[src/inc/spsc_pkg.sv]
// Purpose: constants and types of the standby pin-state controller
// Assumes: APB register map, one word per register
// Notes:   all offsets are byte addresses
package spsc_pkg;

  // ------------------------------------------------------------------
  // register map
  // ------------------------------------------------------------------
  localparam logic [7:0] CTRL_OFF    = 8'h00;
  localparam logic [7:0] DATA_OFF    = 8'h04;
  localparam logic [7:0] DIR_OFF     = 8'h08;
  localparam logic [7:0] PULL_OFF    = 8'h0C;
  localparam logic [7:0] PIN_OFF     = 8'h10;
  localparam logic [7:0] OSC_OFF     = 8'h14;
  localparam logic [7:0] XINT_OFF    = 8'h18;
  localparam logic [7:0] IRQ_ST_OFF  = 8'h1C;
  localparam logic [7:0] IRQ_MSK_OFF = 8'h20;

  // ------------------------------------------------------------------
  // control register fields and reset values
  // ------------------------------------------------------------------
  localparam int          CTRL_FLOAT_BIT  = 0;
  localparam int          CTRL_RSTPIN_BIT = 1;
  localparam int          CTRL_CMPIRQ_BIT = 2;
  localparam int          CTRL_I2CWK_BIT  = 3;
  localparam logic [3:0]  CTRL_RESET      = 4'h2;
  localparam int          CTRL_W          = 4;

  // ------------------------------------------------------------------
  // interrupt status bits
  // ------------------------------------------------------------------
  localparam int          IRQ_ENTER_BIT = 0;
  localparam int          IRQ_LEAVE_BIT = 1;
  localparam int          IRQ_WAKE_BIT  = 2;
  localparam int          IRQ_W         = 3;
  localparam logic [2:0]  IRQ_RESET     = 3'h0;

  // ------------------------------------------------------------------
  // operating modes from the power manager, one-hot
  // ------------------------------------------------------------------
  typedef enum logic [3:0] {
    SPSC_NORMAL = 4'b0001,
    SPSC_SLEEP  = 4'b0010,
    SPSC_STOP   = 4'b0100,
    SPSC_WATCH  = 4'b1000
  } spsc_mode_t;

  // ------------------------------------------------------------------
  // pad drive bundle, one per pin
  // ------------------------------------------------------------------
  typedef struct packed {
    logic out;
    logic oe;
    logic pu;
  } spsc_pad_t;

endpackage : spsc_pkg

[src/rtl/spsc_ctrl.sv]
// Purpose: port pin state control across normal, sleep, stop and watch modes
// Assumes: mode comes from the power manager on clk; pins enter asynchronously
// Notes:   pin classes are fixed per pin by mask parameters
//
// What this block does
// - normal and sleep modes leave pins as port or peripheral I/O, ungated except oscillator pins.
// - in stop/watch, float select 0 holds outputs, 1 floats them.
// - blocked pins have their direct input gate disabled toward internal logic.
// - float select 1 in stop/watch floats all pins, inputs held low.
// - in reset digital pins float with input enabled, analog pins blocked.
// - marked pins keep their pull-up setting while floated in standby.
// - interrupt pins still feed the interrupt detector when its request is enabled.
// - comparator inputs still route analog signal when comparator interrupt enabled.
// - comparator outputs keep driving live output in standby with float select 0.
// - I2C pins may wake the controller from standby when wake-up enabled.
// - shared reset pin stays a reset input in every mode when selected.
// - oscillator pins float in every mode once selected, port table only as GPIO.
`timescale 1ns/10ps
module spsc_ctrl #(
  parameter int               NPIN      = 8,
  parameter logic [NPIN-1:0]  XINT_MASK = 8'h0F,
  parameter logic [NPIN-1:0]  CMPI_MASK = 8'h30,
  parameter logic [NPIN-1:0]  CMPO_MASK = 8'h40,
  parameter logic [NPIN-1:0]  ANA_MASK  = 8'h70,
  parameter logic [NPIN-1:0]  PULL_MASK = 8'h3F,
  parameter logic [NPIN-1:0]  I2C_MASK  = 8'hC0,
  parameter logic [NPIN-1:0]  OSC_MASK  = 8'h03
) (
  input  wire logic                          clk,
  input  wire logic                          resetn,
  input  wire logic                          psel,
  input  wire logic                          penable,
  input  wire logic                          pwrite,
  input  wire logic [7:0]                    paddr,
  input  wire logic [31:0]                   pwdata,
  output logic                               pready,
  output logic [31:0]                        prdata,
  output logic                               pslverr,
  output logic                               irq,
  input  wire spsc_pkg::spsc_mode_t          mode,
  input  wire logic [NPIN-1:0]               pin_in,
  output spsc_pkg::spsc_pad_t [NPIN-1:0]     pad_o,
  output logic [NPIN-1:0]                    pin_in_en,
  input  wire logic [NPIN-1:0]               periph_sel,
  input  wire logic [NPIN-1:0]               periph_out,
  input  wire logic [NPIN-1:0]               periph_oe,
  input  wire logic [NPIN-1:0]               cmp_out,
  output logic [NPIN-1:0]                    port_in,
  output logic [NPIN-1:0]                    xint_level,
  output logic [NPIN-1:0]                    cmp_route_en,
  output logic [NPIN-1:0]                    i2c_wake_level,
  input  wire logic                          rst_pin_in,
  output logic                               ext_reset_req
);

  // ------------------------------------------------------------------
  // state
  // ------------------------------------------------------------------
  logic [spsc_pkg::CTRL_W-1:0] ctrl_reg;
  logic [NPIN-1:0]             data_reg;
  logic [NPIN-1:0]             dir_reg;
  logic [NPIN-1:0]             pull_reg;
  logic [NPIN-1:0]             osc_reg;
  logic [NPIN-1:0]             xint_en_reg;
  logic [spsc_pkg::IRQ_W-1:0]  irq_st_reg;
  logic [spsc_pkg::IRQ_W-1:0]  irq_msk_reg;
  logic [NPIN-1:0]             pad_out_reg;
  logic [NPIN-1:0]             pad_oe_reg;
  logic [NPIN-1:0]             pad_pu_reg;
  logic [NPIN-1:0]             in_en_reg;
  logic [NPIN-1:0]             port_in_reg;
  logic [NPIN-1:0]             xint_reg;
  logic [NPIN-1:0]             cmp_route_reg;
  logic [NPIN-1:0]             i2c_reg;
  logic [NPIN-1:0]             pin_s1_reg;
  logic [NPIN-1:0]             pin_s2_reg;
  logic                        rst_s1_reg;
  logic                        rst_s2_reg;
  logic                        ext_rst_reg;
  logic                        standby_reg;
  logic [31:0]                 prdata_reg;
  logic                        standby;
  logic                        float_sel;
  logic                        wr_en;
  logic                        rd_setup;
  logic                        addr_ok;
  logic                        wake_ev;
  logic [NPIN-1:0]             run_out;
  logic [NPIN-1:0]             run_oe;
  logic [spsc_pkg::IRQ_W-1:0]  irq_set;
  logic [spsc_pkg::IRQ_W-1:0]  irq_clr;

  // ------------------------------------------------------------------
  // mode decode
  // ------------------------------------------------------------------
  always_comb begin
    unique case (mode)
      spsc_pkg::SPSC_NORMAL: standby = 1'b0;
      spsc_pkg::SPSC_SLEEP:  standby = 1'b0;
      spsc_pkg::SPSC_STOP:   standby = 1'b1;
      spsc_pkg::SPSC_WATCH:  standby = 1'b1;
      // a broken mode code is treated as running so pins stay usable
      default:               standby = 1'b0;
    endcase
  end

  assign float_sel = ctrl_reg[spsc_pkg::CTRL_FLOAT_BIT];

  // ------------------------------------------------------------------
  // pin synchronisers
  // ------------------------------------------------------------------
  always_ff @(posedge clk or negedge resetn) begin
    if (!resetn) begin
      pin_s1_reg <= '0;
      pin_s2_reg <= '0;
      rst_s1_reg <= 1'b1;
      rst_s2_reg <= 1'b1;
    end else begin
      pin_s1_reg <= pin_in;
      pin_s2_reg <= pin_s1_reg;
      rst_s1_reg <= rst_pin_in;
      rst_s2_reg <= rst_s1_reg;
    end
  end

  // ------------------------------------------------------------------
  // APB slave, zero wait states
  // ------------------------------------------------------------------
  assign pready   = 1'b1;
  assign wr_en    = psel & penable & pwrite & addr_ok;
  assign rd_setup = psel & ~penable & ~pwrite;
  assign pslverr  = psel & penable & ~addr_ok;
  assign prdata   = prdata_reg;

  always_comb begin
    unique case (paddr)
      spsc_pkg::CTRL_OFF, spsc_pkg::DATA_OFF, spsc_pkg::DIR_OFF,
      spsc_pkg::PULL_OFF, spsc_pkg::PIN_OFF, spsc_pkg::OSC_OFF,
      spsc_pkg::XINT_OFF, spsc_pkg::IRQ_ST_OFF,
      spsc_pkg::IRQ_MSK_OFF: addr_ok = 1'b1;
      default:               addr_ok = 1'b0;
    endcase
  end

  // read data is captured in the setup cycle so prdata comes from a flop
  always_ff @(posedge clk or negedge resetn) begin
    if (!resetn) begin
      prdata_reg <= 32'h0000_0000;
    end else if (rd_setup) begin
      prdata_reg <= 32'h0000_0000;
      unique case (paddr)
        spsc_pkg::CTRL_OFF:    prdata_reg[spsc_pkg::CTRL_W-1:0] <= ctrl_reg;
        spsc_pkg::DATA_OFF:    prdata_reg[NPIN-1:0] <= data_reg;
        spsc_pkg::DIR_OFF:     prdata_reg[NPIN-1:0] <= dir_reg;
        spsc_pkg::PULL_OFF:    prdata_reg[NPIN-1:0] <= pull_reg;
        spsc_pkg::PIN_OFF:     prdata_reg[NPIN-1:0] <= port_in_reg;
        spsc_pkg::OSC_OFF:     prdata_reg[NPIN-1:0] <= osc_reg;
        spsc_pkg::XINT_OFF:    prdata_reg[NPIN-1:0] <= xint_en_reg;
        spsc_pkg::IRQ_ST_OFF:  prdata_reg[spsc_pkg::IRQ_W-1:0] <= irq_st_reg;
        spsc_pkg::IRQ_MSK_OFF: prdata_reg[spsc_pkg::IRQ_W-1:0] <= irq_msk_reg;
        default:               prdata_reg <= 32'h0000_0000;
      endcase
    end
  end

  always_ff @(posedge clk or negedge resetn) begin
    if (!resetn) begin
      ctrl_reg    <= spsc_pkg::CTRL_RESET;
      data_reg    <= '0;
      dir_reg     <= '0;
      pull_reg    <= '0;
      osc_reg     <= '0;
      xint_en_reg <= '0;
      irq_msk_reg <= spsc_pkg::IRQ_RESET;
    end else if (wr_en) begin
      unique case (paddr)
        spsc_pkg::CTRL_OFF:    ctrl_reg    <= pwdata[spsc_pkg::CTRL_W-1:0];
        spsc_pkg::DATA_OFF:    data_reg    <= pwdata[NPIN-1:0];
        spsc_pkg::DIR_OFF:     dir_reg     <= pwdata[NPIN-1:0];
        spsc_pkg::PULL_OFF:    pull_reg    <= pwdata[NPIN-1:0];
        spsc_pkg::OSC_OFF:     osc_reg     <= pwdata[NPIN-1:0] & OSC_MASK;
        spsc_pkg::XINT_OFF:    xint_en_reg <= pwdata[NPIN-1:0] & XINT_MASK;
        spsc_pkg::IRQ_MSK_OFF: irq_msk_reg <= pwdata[spsc_pkg::IRQ_W-1:0];
        default:               ;
      endcase
    end
  end

  // ------------------------------------------------------------------
  // pad drive
  // ------------------------------------------------------------------
  assign run_out = (periph_sel & periph_out) | (~periph_sel & data_reg);
  assign run_oe  = ((periph_sel & periph_oe) | (~periph_sel & dir_reg)) & ~osc_reg;

  generate
    for (genvar i = 0; i < NPIN; i++) begin : g_pin
      // reset floats every pin
      always_ff @(posedge clk or negedge resetn) begin
        if (!resetn) begin
          pad_out_reg[i] <= 1'b0;
          pad_oe_reg[i]  <= 1'b0;
        end else if (!standby) begin
          pad_out_reg[i] <= run_out[i];
          pad_oe_reg[i]  <= run_oe[i];
        end else if (float_sel || osc_reg[i]) begin
          pad_oe_reg[i]  <= 1'b0;
        end else if (CMPO_MASK[i] && periph_sel[i]) begin
          pad_out_reg[i] <= cmp_out[i];
        end
      end

      // pull-up drops while driving low; unmarked pins lose it when floated
      always_ff @(posedge clk or negedge resetn) begin
        if (!resetn) begin
          pad_pu_reg[i] <= 1'b0;
        end else if (standby && float_sel) begin
          pad_pu_reg[i] <= pull_reg[i] & PULL_MASK[i] & ~osc_reg[i];
        end else begin
          pad_pu_reg[i] <= pull_reg[i] & ~osc_reg[i]
                           & ~(pad_oe_reg[i] & ~pad_out_reg[i]);
        end
      end

      assign pad_o[i].out = pad_out_reg[i];
      assign pad_o[i].oe  = pad_oe_reg[i];
      assign pad_o[i].pu  = pad_pu_reg[i];
    end
  endgenerate

  // ------------------------------------------------------------------
  // input gating and wake paths
  // ------------------------------------------------------------------
  always_ff @(posedge clk or negedge resetn) begin
    if (!resetn) begin
      in_en_reg     <= ~ANA_MASK;
      port_in_reg   <= '0;
      xint_reg      <= '0;
      cmp_route_reg <= '0;
      i2c_reg       <= '0;
    end else begin
      in_en_reg     <= standby ? '0 : ~osc_reg;
      port_in_reg   <= standby ? '0 : pin_s2_reg;
      xint_reg      <= pin_s2_reg & XINT_MASK & (standby ? xint_en_reg : XINT_MASK);
      cmp_route_reg <= CMPI_MASK & {NPIN{~standby | ctrl_reg[spsc_pkg::CTRL_CMPIRQ_BIT]}};
      i2c_reg       <= pin_s2_reg & I2C_MASK
                       & {NPIN{~standby | ctrl_reg[spsc_pkg::CTRL_I2CWK_BIT]}};
    end
  end

  assign pin_in_en      = in_en_reg;
  assign port_in        = port_in_reg;
  assign xint_level     = xint_reg;
  assign cmp_route_en   = cmp_route_reg;
  assign i2c_wake_level = i2c_reg;

  // ------------------------------------------------------------------
  // shared reset pin, active in every mode
  // ------------------------------------------------------------------
  always_ff @(posedge clk or negedge resetn) begin
    if (!resetn) begin
      ext_rst_reg <= 1'b0;
    end else begin
      ext_rst_reg <= ctrl_reg[spsc_pkg::CTRL_RSTPIN_BIT] & ~rst_s2_reg;
    end
  end
  assign ext_reset_req = ext_rst_reg;

  // ------------------------------------------------------------------
  // interrupts: enter, leave and wake events, write one to clear
  // ------------------------------------------------------------------
  always_ff @(posedge clk or negedge resetn) begin
    if (!resetn) begin
      standby_reg <= 1'b0;
    end else begin
      standby_reg <= standby;
    end
  end

  assign wake_ev = standby_reg & (|(xint_reg & ~(pin_s2_reg & xint_en_reg)) | (|i2c_reg));
  assign irq_set = {wake_ev, standby_reg & ~standby, standby & ~standby_reg};
  assign irq_clr = (wr_en && paddr == spsc_pkg::IRQ_ST_OFF)
                   ? pwdata[spsc_pkg::IRQ_W-1:0] : '0;

  // a set in the same cycle as its clear wins
  always_ff @(posedge clk or negedge resetn) begin
    if (!resetn) begin
      irq_st_reg <= spsc_pkg::IRQ_RESET;
    end else begin
      irq_st_reg <= (irq_st_reg & ~irq_clr) | irq_set;
    end
  end
  assign irq = |(irq_st_reg & irq_msk_reg);
endmodule : spsc_ctrl

[config.mk]
export PLATFORM = sky130hd
export DESIGN_NAME = spsc_ctrl
export DESIGN_NICKNAME = d
export VERILOG_FILES = /design/src/inc/spsc_pkg.sv /design/src/rtl/spsc_ctrl.sv
export SDC_FILE = /design/constraint.sdc
export NUM_CORES = 1
export LEC_CHECK = 0
export BUFFER_PORTS_ARGS = -buffer_cell sky130_fd_sc_hd__buf_4
export CORE_MARGIN = 3
export CORE_UTILIZATION = 49
export CTS_CLUSTER_SIZE = 25
export DETAILED_ROUTE_END_ITERATION = 6
export PLACE_DENSITY = 0.8
export SYNTH_ARGS = -nofsm -noshare
export SYNTH_HDL_FRONTEND = slang
export SYNTH_SLANG_ARGS = --single-unit
[constraint.sdc]
create_clock -name clk -period 1.53 [get_ports clk]
set_clock_uncertainty 0.05 [all_clocks]
set_input_delay 0.306 -clock clk [delete_from_list [all_inputs] [get_ports clk]]
set_output_delay 0.306 -clock clk [all_outputs]
set_load 0.05 [all_outputs]
==> impl.org <==
** Routing
- For this run, design rule violations remaining after detail routing come to 0.
- Count of antenna-violating nets left after detailed routing :: 0
- Via density :: ~5.1
- The routed layout has roughly 3800 vias.
- Iter 0 DRT Violations :: between 200 and 250
- Summed over all layers, the routed wires come to 13200 um.
- DRT Pass-1 Iters :: 4
- Average detailed-routed wire length per instance :: about 18 um

** Setup path
- Data on the critical path arrives at its endpoint at 1.39 ns.
- Count of cells along the worst register-to-register path :: 4
- STA classifies the critical path startpoint as a register.
- The worst setup path is captured at an output pin.
- Along the worst path, the maximum fanout reaches 2.
- The largest single stage delay on the critical path is around 0.4 ns.
- Cells along the critical path :: a222oi_1, inv_1, buf_6
- Start-to-end type of the worst setup path :: reg -> out
- The slowest stage of the critical path is the sky130_fd_sc_hd__dfrtp_1 cell.
- Req. time, crit path :: 1.17 ns

** Timing
- For the final routed database, the setup TNS stands at -0.779 ns.
- Setup violations remaining at the end of the flow were counted as 8.
- The number of failing hold endpoints at the final stage is 0.
- For this run, the top clock speed supported by timing is between 0.5 and 0.6 GHz.
- Across all setup checks in the final design, the least slack found is -0.217 ns.
- Period minus WS final :: between 1.5 and 2 ns
- Setup repair after global routing could not meet its margin everywhere.
- Final worst-path cycle share :: 114%
- Slew Viols, Final :: 0

** Synth
- Yosys attributes the largest share of cell area to sky130_fd_sc_hd__dfrtp_1 52%, sky130_fd_sc_hd__mux2_2 9.6%, sky130_fd_sc_hd__buf_4 6.9%, sky130_fd_sc_hd__mux2i_1 3.6%, sky130_fd_sc_hd__dfstp_2 3.1%.
- Area fraction of the dominant cell type after synthesis :: between 50 and 60%
- Post-Synth Adder-Cell Area :: 0%
- Seq/Total Area, Yosys :: between 50% and 60%
- Of all cell types, the one taking the most synthesized area is sky130_fd_sc_hd__dfrtp_1.
- After synthesis, the share of flip-flops with an asynchronous set or reset is 100%.
- Post-Synth XOR/XNOR Area :: less than 1%
- Combinational family with the most area after synthesis :: multiplexers
- Cells after synthesis :: about 420
- For this run, the number of Yosys warnings is 0.
- The number of different library cells used by synthesis comes to 54.
- Measured against the total synthesized area, the mux share comes to around 15%.
- In this run, synthesis produced a sequential element count of 111.
- Synthesized-area fraction occupied by ao, oa, aoi and oai cells :: roughly a tenth
- Simple-Gate Fraction of Synth Area :: 9.81%
- Number of synthesized flops with an enable pin :: 0
- Average size of a mapped cell :: between 10 and 15 sq um
- For this run, the leading register cell type out of synthesis is sky130_fd_sc_hd__dfrtp_1.
- After synthesis the cells add up to 5040 sq um.

** Placed design
- During placement, the flow inserted port buffers numbering between 100 and 150.
- Placed cell area :: roughly 6500 sq um
- Placed wire-length estimate :: approximately 10000 um
- In this run, placement finished with an instance count of slightly above 700.
- Gp weighted congestion :: 0.895

** Final layout
- Area of the multi-input gates :: 2150 sq um
- The register with the most flip-flops in the layout has 24 of them.
- Summing all non-filler instances in the final layout gives an area of ~6900 sq um.
- Layout fillers :: approximately 750
- 0 antenna diodes ended up in the layout.
- The finished layout holds approximately 740 standard cells, fillers aside.
- Cells with a size suffix above 1 make up between 40% and 50% of the layout.
- After the last flow step, the layout net total stands at 689.
- In the final layout, flip-flops and latches occupy approximately 2800 sq um.
- Area growth from synthesis to layout :: 37.3%

** Clock network
- The root buffer cell chosen for the clock tree is sky130_fd_sc_hd__clkbuf_8.
- TritonCTS Sinks :: 111
- Clock latency on the worst-skew pair, taken at its later pin, is around 0.37 ns.
- After clock tree synthesis, the clock-pin slew on the worst setup and hold paths is approximately 0.11 ns.
- In this run the deepest clock path goes through 2 buffers.
- H-tree level count :: 3
- TritonCTS built the clock tree.
- Buffers inserted during clock tree synthesis total 9.

** Floorplan
- From bottom edge to top edge, the die measures between 100 and 150 um.
- After floorplanning, the core was divided into 36 placement rows.
- From left edge to right edge, the die measures ~110 um.
- Starting density of the core :: 51.1%
- The total area inside the core boundary comes to slightly below 10000 sq um.
- 190 I/O pins were placed.
- The die covers around 12000 sq um.

** Status
- The final reports fail on setup timing.
- Result of the run :: finished, violations left

** Global routing
- Overflow left after global routing :: 0
- Entering global routing, the biggest net connects 31 pins.
- Global-route total usage across every layer :: between 20% and 30%
- The via count of the first global-routing pass is a little under 4000.
- The initial antenna violation count came to 0.
- The first global-routing pass estimated 20700 um of wire.

** Pwr
- The design draws 5.97 mW.
- VDD sags by at most approximately 0.0007 V.
- For this design the ratio of total power to cell area is about 860 nW/um^2.
- Static leakage power :: roughly 3.4 nW

** Run
- Number of violations of the max-capacitance limit :: 0

** Hold path
- Hold Crit Class :: in -> reg
- Worst hold stages :: 2
-- what timing repair did --
| item | in CTS | in global routing |
|---|---|---|
| gates resized for setup | 18 | 6 |
| pin swaps | 14 | 5 |
| hold endpoints to repair | 32 | 0 |
| buffers inserted | 2 | 1 |
| gates cloned | 0 | 0 |
| endpoints found under the setup margin | 32 | 36 |
| hold buffers | 10 | 0 |
-- per-layer routing --
layer / vias up / track usage, % / part of all wire (%)
li1: 1764 / - / -
met1: 1850 / 30.7 / 41
met2: 143 / 39.9 / 51
met3: 25 / 3.42 / 5.3
met4: 0 / 9.47 / 2.2
met5: - / 0 / 0
-- where the power goes --
group | internal [mW] | switching [mW]
registers | 3.03 | 0.0633
clock network | 0.707 | 0.985
logic | 0.383 | 0.797
-- synthesized netlist by cell type (3+ instances only) --
library cell	number
sky130_fd_sc_hd__mux2i_1	18
sky130_fd_sc_hd__a22o_1	7
sky130_fd_sc_hd__nand2_1	21
sky130_fd_sc_hd__nand3_1	5
sky130_fd_sc_hd__and3_1	4
sky130_fd_sc_hd__dfstp_2	6
sky130_fd_sc_hd__a32oi_1	3
sky130_fd_sc_hd__o21a_1	6
sky130_fd_sc_hd__a211oi_1	3
sky130_fd_sc_hd__o2bb2ai_1	5
sky130_fd_sc_hd__or3_1	6
sky130_fd_sc_hd__mux2_4	4
sky130_fd_sc_hd__a21oi_1	9
sky130_fd_sc_hd__o21ai_0	19
sky130_fd_sc_hd__and2_1	9
sky130_fd_sc_hd__nor3_1	3
sky130_fd_sc_hd__inv_1	14
sky130_fd_sc_hd__nor2_1	11
sky130_fd_sc_hd__buf_2	4
sky130_fd_sc_hd__mux2_2	43
sky130_fd_sc_hd__buf_4	46
sky130_fd_sc_hd__nor2b_1	4
sky130_fd_sc_hd__nand3b_1	4
sky130_fd_sc_hd__a22oi_1	5
sky130_fd_sc_hd__nor4_1	3
sky130_fd_sc_hd__o31a_1	4
sky130_fd_sc_hd__clkbuf_1	12
sky130_fd_sc_hd__dfrtp_1	105
-- critical path, delay by kind of cell (launching register included) --
kind,cells,cell delay (ns)
compound gates,1,0.38
buf+inv,2,0.26
flops,1,0.40
-- cells in the final DEF (no fill, tap or decap), types with 6 or more instances in the layout --
master and n:
sky130_fd_sc_hd__a21oi_1 8, sky130_fd_sc_hd__mux2_2 22, sky130_fd_sc_hd__buf_6 14, sky130_fd_sc_hd__nand2_1 21, sky130_fd_sc_hd__clkbuf_8 11, sky130_fd_sc_hd__inv_1 14
sky130_fd_sc_hd__mux2i_1 18, sky130_fd_sc_hd__a22o_1 7, sky130_fd_sc_hd__dlygate4sd3_1 10, sky130_fd_sc_hd__o21a_1 6, sky130_fd_sc_hd__conb_1 41, sky130_fd_sc_hd__dfrtp_1 105
sky130_fd_sc_hd__or3_1 6, sky130_fd_sc_hd__dfstp_2 6, sky130_fd_sc_hd__o21ai_0 18, sky130_fd_sc_hd__nor2_1 8, sky130_fd_sc_hd__buf_4 170, sky130_fd_sc_hd__and2_1 8
sky130_fd_sc_hd__mux2_4 25
-- path summary, 6_finish.rpt --
check | from | end | slack, ns
worst max-delay path | irq_msk_reg[1] | irq | -0.22
worst min-delay path | pwdata[6] | data_reg[6] | 0.13
worst max register to register | pull_reg[2] | prdata[2] | 0.02
worst min register to register | pin_s1_reg[6] | pin_s2_reg[6] | 0.31
max in group asynchronous | resetn | pin_in_en[1] | 0.51
min in group asynchronous | resetn | pin_s1_reg[5] | 0.36
-- stage by stage --
stage	setup WS, ns	hold slack, ns	util [%]
after CTS	-0.258	0.110	69.8
final	-0.217	0.128	70.1
after floorplan	-0.520	-0.0396	-
after global placement	-0.539	0.220	66.0
after global routing	-0.342	0.104	70.1
after detailed placement	-0.554	0.224	66.0
-- logic make-up (layout without fill, tap and decap cells) --
kind of cell              Yosys count  count (layout)
muxes                              66              66
other                               2              41
buffers and inverters              79             226
and+or+nand+nor                    86              86
AOI/OAI and AO/OA                  72              72
xor gates and xnor gates            2               2
DFF                               111             111
-- final cells by class --
cell class	instances	area share (%)
clock buffer	12	2.24
clock inverter	4	0.543
inverter	14	0.760
multi-input combinational	267	31.0
sequential	111	40.3
tap	133	2.41
timing repair buffer	196	22.8
Power figures use the tool's default switching activity.
